<file path="src/hdl/bus_front_end_pkg.sv">
// package of constants shared by both ends of the bus front end
// assumes one system clock, synchronous active-low reset
//
// What this block does
// - capture address, data, status while running
// - register byte-cycle and upper-byte indicators too
// - host-written 8-bit control word sets modes
// - control bit 6 picks strobe trigger source
// - 16-bit: upper data; 8-bit: status to analyzer
// - indicators steer the low byte multiplexer
// - load mode drives bus from host values
// - latch host address low byte on writes
// - six 256x1 pattern memories, byte addressed
// - inverted memory outputs combine into pattern-true
// - break strobe clocks pattern latch, drives break
// - delayed analyzer clock and strobe from trigger
// - stimulus pulse sets stimulus break latch
// - qualify pulse latches inverted halt level as qualifier
// - qualified halt rise sets halt break latch
// - halt break clears qualifier, needs requalify
// - host enables breaks per configuration; break-set write sets stimulus latch regardless
// - host resets break right after detection
// - decode host writes into seven strobes
// - low status byte readable, active-low form
// - upper status: pattern data, stimulus, byte
// - analyzer reads preprocessor then emulator identifier
package bus_front_end_pkg;
    // ------------------------------------------------------------
    // host write/read register offsets (word addresses)
    // ------------------------------------------------------------
    localparam logic [3:0] OFS_BREAK_RESET = 4'h0;
    localparam logic [3:0] OFS_PATTERN_LOAD = 4'h1;
    localparam logic [3:0] OFS_CONTROL = 4'h2;
    localparam logic [3:0] OFS_EMU_ID = 4'h3;
    localparam logic [3:0] OFS_BREAK_SET = 4'h4;
    localparam logic [3:0] OFS_SELF_TEST = 4'h5;
    localparam logic [3:0] OFS_ADDR_LATCH = 4'h6;
    localparam logic [3:0] OFS_STATUS = 4'h7;
    localparam logic [3:0] OFS_IDS = 4'h8;
    // ------------------------------------------------------------
    // control word fields
    // ------------------------------------------------------------
    localparam int CW_RUN = 0;
    localparam int CW_WIDE = 1;
    localparam int CW_PAT_EN = 2;
    localparam int CW_STIM_EN = 3;
    localparam int CW_HALT_EN = 4;
    localparam int CW_DRIVE_EN = 5;
    localparam int CW_TRIG_SEL = 6;
    localparam logic [7:0] CW_RESET = 8'h00;
    // ------------------------------------------------------------
    // status fields (true-high inside, inverted on the low byte)
    // ------------------------------------------------------------
    localparam int ST_PAT = 0;
    localparam int ST_STIM = 1;
    localparam int ST_HALT = 2;
    localparam int ST_QUAL = 3;
    localparam int ST_BREAK = 4;
    localparam int ST_RUN = 5;
    localparam int ST_UPPER = 6;
    // ------------------------------------------------------------
    // field widths and timing
    // ------------------------------------------------------------
    localparam int ADDR_W = 24;
    localparam int DATA_W = 16;
    localparam int STAT_W = 8;
    localparam int N_PAT = 6;
    localparam int CLK_MHZ = 250;
    localparam int STROBE_DELAY_NS = 20;
    localparam int STROBE_DELAY_CYC = (STROBE_DELAY_NS * CLK_MHZ + 999) / 1000;
    localparam logic [7:0] PREPROC_ID = 8'h5A; // arbitrary value
endpackage : bus_front_end_pkg

</file>
<file path="src/hdl/bus_front_end_if.sv">
// interface joining the front end to its host-side controller
// assumes both ends share i_sys_clk
interface bus_front_end_if;
    logic [3:0] wr_addr;
    logic [7:0] wr_data;
    logic wr_stb;
    logic [3:0] rd_addr;
    logic [15:0] rd_data;
    modport device (input wr_addr, input wr_data, input wr_stb, input rd_addr,
        output rd_data);
    modport host (output wr_addr, output wr_data, output wr_stb, output rd_addr,
        input rd_data);
endinterface : bus_front_end_if

</file>
<file path="src/hdl/bus_front_end.sv">
// emulation bus front end: capture, format, pattern match, breaks
// assumes pins and analyzer lines are asynchronous and synchronised here
module bus_front_end
    import bus_front_end_pkg::*;
(
    input wire logic i_sys_clk,
    input wire logic i_rst_n,
    input wire logic i_clk_en,
    bus_front_end_if.device host,
    input wire logic i_analysis_clock_n,
    input wire logic [ADDR_W-1:0] i_emu_addr,
    input wire logic [DATA_W-1:0] i_emu_data,
    input wire logic [STAT_W-1:0] i_emu_status,
    input wire logic i_byte_cycle_n,
    input wire logic i_upper_byte_n,
    input wire logic i_analyzer_stimulus,
    input wire logic i_analyzer_halt,
    input wire logic i_halt_qualify_clk_n,
    output logic [ADDR_W+DATA_W-1:0] o_analyzer_output_bus,
    output logic o_analyzer_clock,
    output logic o_break_strobe,
    output logic o_emu_break_n
);
    // ------------------------------------------------------------
    // input synchronisers
    // ------------------------------------------------------------
    logic [4:0] sync1_reg;
    logic [4:0] sync2_reg;
    logic [4:0] sync_prev_reg;
    always_ff @(posedge i_sys_clk) begin
        if (!i_rst_n) begin
            sync1_reg <= 5'h1F;
            sync2_reg <= 5'h1F;
            sync_prev_reg <= 5'h1F;
        end else if (i_clk_en) begin
            sync1_reg <= {i_analysis_clock_n, i_analyzer_stimulus, i_analyzer_halt,
                i_halt_qualify_clk_n, 1'b1};
            sync2_reg <= sync1_reg;
            sync_prev_reg <= sync2_reg;
        end
    end
    wire logic anal_fall = sync_prev_reg[4] & ~sync2_reg[4];
    wire logic stim_rise = ~sync_prev_reg[3] & sync2_reg[3];
    wire logic halt_rise = ~sync_prev_reg[2] & sync2_reg[2];
    wire logic qual_fall = sync_prev_reg[1] & ~sync2_reg[1];
    wire logic halt_level = sync2_reg[2];
    // bus pins pass two flops; sampled on the synchronised clock edge
    logic [ADDR_W+DATA_W+STAT_W+1:0] pin1_reg;
    logic [ADDR_W+DATA_W+STAT_W+1:0] pin2_reg;
    always_ff @(posedge i_sys_clk) begin
        if (!i_rst_n) begin
            pin1_reg <= '0;
            pin2_reg <= '0;
        end else if (i_clk_en) begin
            pin1_reg <= {i_emu_addr, i_emu_data, i_emu_status, i_byte_cycle_n, i_upper_byte_n};
            pin2_reg <= pin1_reg;
        end
    end
    // ------------------------------------------------------------
    // host write decode and control registers
    // ------------------------------------------------------------
    logic [7:0] control_word_bits_reg;
    logic [7:0] emu_id_reg;
    logic [7:0] addr_latch_reg;
    wire logic wr_break_reset = host.wr_stb && host.wr_addr == OFS_BREAK_RESET;
    wire logic wr_pattern = host.wr_stb && host.wr_addr == OFS_PATTERN_LOAD;
    wire logic wr_break_set = host.wr_stb && host.wr_addr == OFS_BREAK_SET;
    wire logic wr_self_test = host.wr_stb && host.wr_addr == OFS_SELF_TEST;
    always_ff @(posedge i_sys_clk) begin
        if (!i_rst_n) begin
            control_word_bits_reg <= CW_RESET;
            emu_id_reg <= 8'h00;
            addr_latch_reg <= 8'h00;
        end else if (i_clk_en && host.wr_stb) begin
            if (host.wr_addr == OFS_CONTROL) begin
                control_word_bits_reg <= host.wr_data;
            end
            if (host.wr_addr == OFS_EMU_ID) begin
                emu_id_reg <= host.wr_data;
            end
            if (host.wr_addr == OFS_ADDR_LATCH) begin
                addr_latch_reg <= host.wr_data;
            end
        end
    end
    wire logic run_mode = control_word_bits_reg[CW_RUN];
    // ------------------------------------------------------------
    // capture latches
    // ------------------------------------------------------------
    logic [ADDR_W-1:0] captured_addr;
    logic [DATA_W-1:0] captured_data;
    logic [STAT_W-1:0] captured_status;
    logic byte_cycle_n_reg;
    logic upper_byte_n_reg;
    always_ff @(posedge i_sys_clk) begin
        if (!i_rst_n) begin
            captured_addr <= '0;
            captured_data <= '0;
            captured_status <= '0;
            byte_cycle_n_reg <= 1'b1;
            upper_byte_n_reg <= 1'b1;
        end else if (i_clk_en) begin
            if (run_mode && anal_fall) begin
                {captured_addr, captured_data, captured_status} <=
                    pin2_reg[ADDR_W+DATA_W+STAT_W+1:2];
                byte_cycle_n_reg <= pin2_reg[1];
                upper_byte_n_reg <= pin2_reg[0];
            end else if (!run_mode) begin
                captured_addr <= {3{addr_latch_reg}};
                captured_data <= {2{addr_latch_reg}};
                captured_status <= addr_latch_reg;
            end
        end
    end
    // ------------------------------------------------------------
    // formatting: byte steering and data/status multiplex
    // ------------------------------------------------------------
    // byte steering
    wire logic send_upper = ~byte_cycle_n_reg & ~upper_byte_n_reg;
    wire logic [7:0] low_byte = send_upper ? captured_data[15:8] : captured_data[7:0];
    wire logic [7:0] high_chan = control_word_bits_reg[CW_WIDE] ?
        captured_data[15:8] : captured_status;
    // ------------------------------------------------------------
    // pattern memories
    // ------------------------------------------------------------
    // six 256x1 memories
    logic [255:0] pattern_mem [N_PAT];
    logic [N_PAT-1:0] pat_hit;
    logic [7:0] pat_byte [N_PAT];
    always_comb begin
        pat_byte[0] = captured_addr[7:0];
        pat_byte[1] = captured_addr[15:8];
        pat_byte[2] = captured_addr[23:16];
        pat_byte[3] = captured_data[7:0];
        pat_byte[4] = captured_data[15:8];
        pat_byte[5] = captured_status;
    end
    always_ff @(posedge i_sys_clk) begin
        if (i_clk_en && wr_pattern) begin
            for (int i = 0; i < N_PAT; i++) begin
                pattern_mem[i][pat_byte[i]] <= host.wr_data[i];
            end
        end
    end
    always_comb begin
        for (int i = 0; i < N_PAT; i++) begin
            pat_hit[i] = ~pattern_mem[i][pat_byte[i]];
        end
    end
    wire logic pattern_true = &pat_hit;
    // ------------------------------------------------------------
    // delayed strobe generator
    // ------------------------------------------------------------
    logic [7:0] delay_cnt_reg;
    wire logic trigger = control_word_bits_reg[CW_TRIG_SEL] ? wr_self_test : anal_fall;
    always_ff @(posedge i_sys_clk) begin
        if (!i_rst_n) begin
            delay_cnt_reg <= 8'h00;
            o_analyzer_clock <= 1'b0;
            o_break_strobe <= 1'b0;
            o_analyzer_output_bus <= '0;
        end else if (i_clk_en) begin
            if (trigger) begin
                delay_cnt_reg <= 8'(STROBE_DELAY_CYC);
            end else if (delay_cnt_reg != 8'h00) begin
                delay_cnt_reg <= delay_cnt_reg - 8'h01;
            end
            o_analyzer_clock <= delay_cnt_reg == 8'h01;
            o_break_strobe <= delay_cnt_reg == 8'h01;
            o_analyzer_output_bus <= {captured_addr, high_chan, low_byte};
        end
    end
    // ------------------------------------------------------------
    // break latches
    // ------------------------------------------------------------
    logic pat_brk_reg;
    logic stim_brk_reg;
    logic halt_brk_reg;
    logic qual_reg;
    always_ff @(posedge i_sys_clk) begin
        if (!i_rst_n) begin
            pat_brk_reg <= 1'b0;
            stim_brk_reg <= 1'b0;
            halt_brk_reg <= 1'b0;
            qual_reg <= 1'b0;
            o_emu_break_n <= 1'b1;
        end else if (i_clk_en) begin
            // pattern break on strobe; set wins over reset
            if (o_break_strobe && pattern_true && control_word_bits_reg[CW_PAT_EN]) begin
                pat_brk_reg <= 1'b1;
            end else if (wr_break_reset) begin
                pat_brk_reg <= 1'b0;
            end
            if ((stim_rise && control_word_bits_reg[CW_STIM_EN]) || wr_break_set) begin
                stim_brk_reg <= 1'b1;
            end else if (wr_break_reset) begin
                stim_brk_reg <= 1'b0;
            end
            if (halt_rise && qual_reg && control_word_bits_reg[CW_HALT_EN]) begin
                halt_brk_reg <= 1'b1;
            end else if (wr_break_reset) begin
                halt_brk_reg <= 1'b0;
            end
            if (halt_brk_reg) begin
                qual_reg <= 1'b0;
            end else if (qual_fall) begin
                qual_reg <= ~halt_level;
            end
            o_emu_break_n <= ~(control_word_bits_reg[CW_DRIVE_EN] &
                (pat_brk_reg | stim_brk_reg | halt_brk_reg));
        end
    end
    // ------------------------------------------------------------
    // host readback
    // ------------------------------------------------------------
    wire logic [7:0] status_hi = {1'b0, send_upper, run_mode, ~o_emu_break_n,
        qual_reg, halt_brk_reg, stim_brk_reg, pattern_true};
    always_ff @(posedge i_sys_clk) begin
        if (!i_rst_n) begin
            host.rd_data <= 16'h0000;
        end else if (i_clk_en) begin
            unique case (host.rd_addr)
                OFS_STATUS: host.rd_data <= {status_hi, ~status_hi};
                OFS_IDS: host.rd_data <= {emu_id_reg, PREPROC_ID};
                OFS_CONTROL: host.rd_data <= {8'h00, control_word_bits_reg};
                default: host.rd_data <= 16'h0000;
            endcase
        end
    end
endmodule : bus_front_end

</file>
<file path="src/flat_wrapper.sv">
// flat-port wrapper written by rule: the top's interface ports become plain ports
module bus_front_end_flat import bus_front_end_pkg::*;
  (i_sys_clk, i_rst_n, i_clk_en, i_analysis_clock_n, i_emu_addr, i_emu_data, i_emu_status, i_byte_cycle_n, i_upper_byte_n, i_analyzer_stimulus, i_analyzer_halt, i_halt_qualify_clk_n, o_analyzer_output_bus, o_analyzer_clock, o_break_strobe, o_emu_break_n, host_wr_addr, host_wr_data, host_wr_stb, host_rd_addr, host_rd_data);
  bus_front_end_if host_i ();
  input wire logic i_sys_clk;
  input wire logic i_rst_n;
  input wire logic i_clk_en;
  input wire logic i_analysis_clock_n;
  input wire logic [ADDR_W-1:0] i_emu_addr;
  input wire logic [DATA_W-1:0] i_emu_data;
  input wire logic [STAT_W-1:0] i_emu_status;
  input wire logic i_byte_cycle_n;
  input wire logic i_upper_byte_n;
  input wire logic i_analyzer_stimulus;
  input wire logic i_analyzer_halt;
  input wire logic i_halt_qualify_clk_n;
  output logic [ADDR_W+DATA_W-1:0] o_analyzer_output_bus;
  output logic o_analyzer_clock;
  output logic o_break_strobe;
  output logic o_emu_break_n;
  input wire logic [$bits(host_i.wr_addr)-1:0] host_wr_addr;
  input wire logic [$bits(host_i.wr_data)-1:0] host_wr_data;
  input wire logic [$bits(host_i.wr_stb)-1:0] host_wr_stb;
  input wire logic [$bits(host_i.rd_addr)-1:0] host_rd_addr;
  output wire logic [$bits(host_i.rd_data)-1:0] host_rd_data;
  assign host_i.wr_addr = host_wr_addr;
  assign host_i.wr_data = host_wr_data;
  assign host_i.wr_stb = host_wr_stb;
  assign host_i.rd_addr = host_rd_addr;
  assign host_rd_data = host_i.rd_data;
  bus_front_end u_core (.i_sys_clk(i_sys_clk), .i_rst_n(i_rst_n), .i_clk_en(i_clk_en), .host(host_i), .i_analysis_clock_n(i_analysis_clock_n), .i_emu_addr(i_emu_addr), .i_emu_data(i_emu_data), .i_emu_status(i_emu_status), .i_byte_cycle_n(i_byte_cycle_n), .i_upper_byte_n(i_upper_byte_n), .i_analyzer_stimulus(i_analyzer_stimulus), .i_analyzer_halt(i_analyzer_halt), .i_halt_qualify_clk_n(i_halt_qualify_clk_n), .o_analyzer_output_bus(o_analyzer_output_bus), .o_analyzer_clock(o_analyzer_clock), .o_break_strobe(o_break_strobe), .o_emu_break_n(o_emu_break_n));
endmodule
</file>
<file path="config.mk">
export PLATFORM = sky130hd
export DESIGN_NAME = bus_front_end_flat
export DESIGN_NICKNAME = d
export VERILOG_FILES = /design/src/hdl/bus_front_end_pkg.sv /design/src/hdl/bus_front_end_if.sv /design/src/hdl/bus_front_end.sv /design/src/flat_wrapper.sv
export SDC_FILE = /design/constraint.sdc
export NUM_CORES = 2
export LEC_CHECK = 0
export BUFFER_PORTS_ARGS = -buffer_cell sky130_fd_sc_hd__clkbuf_2
export CORE_MARGIN = 2
export CORE_UTILIZATION = 40
export CTS_CLUSTER_SIZE = 30
export DETAILED_ROUTE_END_ITERATION = 7
export GPL_TIMING_DRIVEN = 0
export PLACE_DENSITY_LB_ADDON = 0.08
export SYNTH_ARGS = -nofsm -noshare
export SYNTH_HDL_FRONTEND = slang
export SYNTH_SLANG_ARGS = --single-unit
</file>
<file path="constraint.sdc">
create_clock -name i_sys_clk -period 4 [get_ports i_sys_clk]
set_clock_uncertainty 0.05 [all_clocks]
set_input_delay 0.2 -clock i_sys_clk [delete_from_list [all_inputs] [get_ports i_sys_clk]]
set_output_delay 0.2 -clock i_sys_clk [all_outputs]
set_load 0.01 [all_outputs]
</file>
==> run metrics <==
P_leak=26.99 nW; Yosys top cell by area=edfxtp_1; initial core utilization=0.4033; Max VDD drop=0.0003494 V; initial antenna violation count=14; clk sinks=1792; CTS Buffer Depth=3; Setup violations, final=1; core area=190600 µm²; row count=160; dpl ws=-2.199 ns; Seq/Total Area, Yosys=0.6668; DIE WIDTH=442.3 µm; Synth Cell Area=76850 µm²; Worst Tran Pin Value=1.423 ns; vias in the first global route=50760; via/cell ratio=5.777; Final Power=40.76 mW; Design Area, Final=88360 µm²; utilization of the core after routing=0.4637; Synth warnings=0; GR Util All Layers=0.2719; Placed Instances=8459; routed len/inst=30.32 µm; fraction of layout cells with a size suffix above 1=0.1427; Critical Path, Cell by Cell=clkbuf_1 -> clkdlybuf4s15_2 -> clkdlybuf4s15_2 -> mux4_2 -> nand3_1 -> nand3_1 -> nor4_4 -> and3_4 -> o22ai_1; Final period util=1.002; root buffer cell=clkbuf_16; Pre-antenna DRT Iters=6; register bit total from synthesis=1792; kind of critical path=register to register; largest net degree at the start of global routing=173; fin nets=6291; Iteration-0 DRC Markers=6605; vias=51390; max reg flops=1536; Worst path slowest cell=clkdlybuf4s15_2; clock-pin slew on the worst setup and hold paths=0.07 ns; Max Fclk=249.4 MHz; combinational family with the most area after synthesis=multiplexers; CP endpoint kind=register; Tmin final=4.009 ns; Max-Cap Viols=0; Worst EP arrival=4.68 ns; DIE HEIGHT=442.3 µm; Worst-Skew Late Latency=0.86 ns; crit-path max cell delay=0.72 ns; Post-Synth XOR/XNOR Area=0.0004558; violated checks=negative setup slack; top post-synthesis cells by area=edfxtp_1 (60%), mux4_2 (8.8%), nor2_1 (8.7%); final std cells w/o fill=8896; Final Hold Vio Count=0; die area=195700 µm²; GPL Wtd Cong=0.8892; DRC violations left=0; Hold WC Path Type=input port to register; Yosys cell types=70; input/output buffers=130; global-route wire length before repair=379.9 mm; Worst Setup Slack, final=-0.009337 ns; dpl hpwl=183.2 mm; Num CTS Buffers=197; RSZ-0062 raised after global routing=false; most frequent cells after synthesis=nor2_1 (1782), edfxtp_1 (1536), mux2i_1 (375); Compound-Gate Fraction of Synth Area=0.03512; TritonCTS clock tree=built; asr flop ratio synth=0; max_slew headroom=0.05128; Mapped Cells=5810; Synth Area in Simple Gates=0.1317; Worst Path Max Fanout=10; number of synthesized flops with an enable pin=1536; top-count cell post-synth=nor2_1; status=finished with violations; ys flop type=edfxtp_1; Critical Path RT=4.67 ns; area grow syn2layout=14.98%; Ports=133; fraction of the mapped netlist area in adder cells=0.0003256; DRT antenna net count=0; power density cells=461.2 nW/µm²; CP Launch Type=register; synthesized net count=5886; Syn Area/Cell=13.23 µm²; remaining global-route overflow=0; final WL=269.7 mm; mux cell area share after synthesis=0.1395; H-tree lvl count=4; Post-DP Area=80900 µm²; area fraction of the dominant cell type after synthesis=0.6001; max-slew violations=0
-- cells in the final DEF (no fill, tap or decap), types with 15 or more instances in the layout --
cell type / synthesis / final
clkinv_2: 0 / 24
clkbuf_16: 0 / 203
clkbuf_2: 0 / 164
a221oi_1: 27 / 27
a211oi_1: 41 / 41
dlygate4sd3_1: 0 / 72
mux2i_1: 375 / 373
nor3_1: 36 / 33
buf_4: 11 / 37
nor2_1: 1782 / 1777
nand4_1: 51 / 51
nand3_1: 110 / 107
o211ai_1: 15 / 15
buf_1: 42 / 24
clkbuf_8: 0 / 16
o21ai_0: 56 / 54
a22oi_1: 86 / 85
buf_2: 66 / 27
nor2b_1: 61 / 57
a21oi_1: 79 / 75
dfxtp_1: 256 / 251
mux4_2: 300 / 300
buf_6: 6 / 19
clkinv_1: 8 / 43
nand2_1: 274 / 271
clkbuf_1: 341 / 363
edfxtp_1: 1536 / 1536
-- cell families (layout without fill, tap and decap cells) --
kind of cell               after synthesis  count (layout)
buffers and inverters                  490            1062
and+or+nand+nor                       2442            2442
adders and majority gates                2               2
other                                    0               3
xor gates and xnor gates                 4               4
muxes                                  691             691
DFF                                   1792            1792
AOI/OAI and AO/OA                      389             389
-- layout make-up --
type                            instances  area, µm²
Buffer                                457       2242
Fill cell                           17380     102200
Antenna cell                            3      7.507
Inverter                               24      95.09
Clock buffer                          286       5499
Tap cell                             2511       3142
Multi-Input combinational cell       3528      23860
Sequential cell                      1792      51260
Clock inverter                         80      623.1
Timing Repair Buffer                  215       1642
-- final timing paths --
kind	from	to	slack, ns	depth (start not counted)
worst max register to register	u_core.captured_data[10]	u_core.host.rd_data[0]	-0.009	9
worst min-delay path	host_wr_addr[3]	u_core.control_word_bits_reg[0]	0.06	5
worst max-delay path	u_core.captured_data[10]	u_core.host.rd_data[0]	-0.009	9
worst min register to register	u_core.pin2_reg[41]	u_core.captured_addr[15]	0.41	2
-- per-stage QoR --
step	hold slack [ns]	setup TNS [ns]
finish	0.05723	-0.009337
global route	0.03084	0
CTS	0.008465	0
detailed placement	0.3753	-1133.01
global placement	0.3796	-2618.75
floorplan	0.2489	0
-- worst max-delay path: cells and delay by family, from the launching register on --
| kind | cells | cell delay [ns] |
|---|---|---|
| AO/OA/AOI/OAI | 1 | 0.06 |
| buffers and inverters | 3 | 1.90 |
| flip-flops | 1 | 0.30 |
| multiplexers | 1 | 0.41 |
| AND/OR/NAND/NOR | 4 | 1.12 |
-- timing repair --
item / CTS / global route
resized for setup: 169 / 73
setup buffers: 3 / 2
pin swaps: 14 / 10
endpoints found under the hold margin: 581 / 0
endpoints found under the setup margin: 1127 / 138
hold buffers: 72 / 0
-- power by group --
| group | switching (mW) | total (mW) | internal (mW) |
|---|---|---|---|
| logic | 1.75 | 2.62 | 0.870 |
| registers | 0.145 | 20.5 | 20.4 |
| clock network | 7.58 | 17.6 | 10.0 |
-- per-layer routing --
metal  GRT usage  part of all wire  vias up
li1            -                 -    22130
met1      0.3666              0.42    26870
met2      0.4321              0.47     1929
met3     0.04441             0.066      454
met4      0.1258             0.051        2
met5           0          0.000048        -
Note: power is estimated with default switching activity, not from simulation.
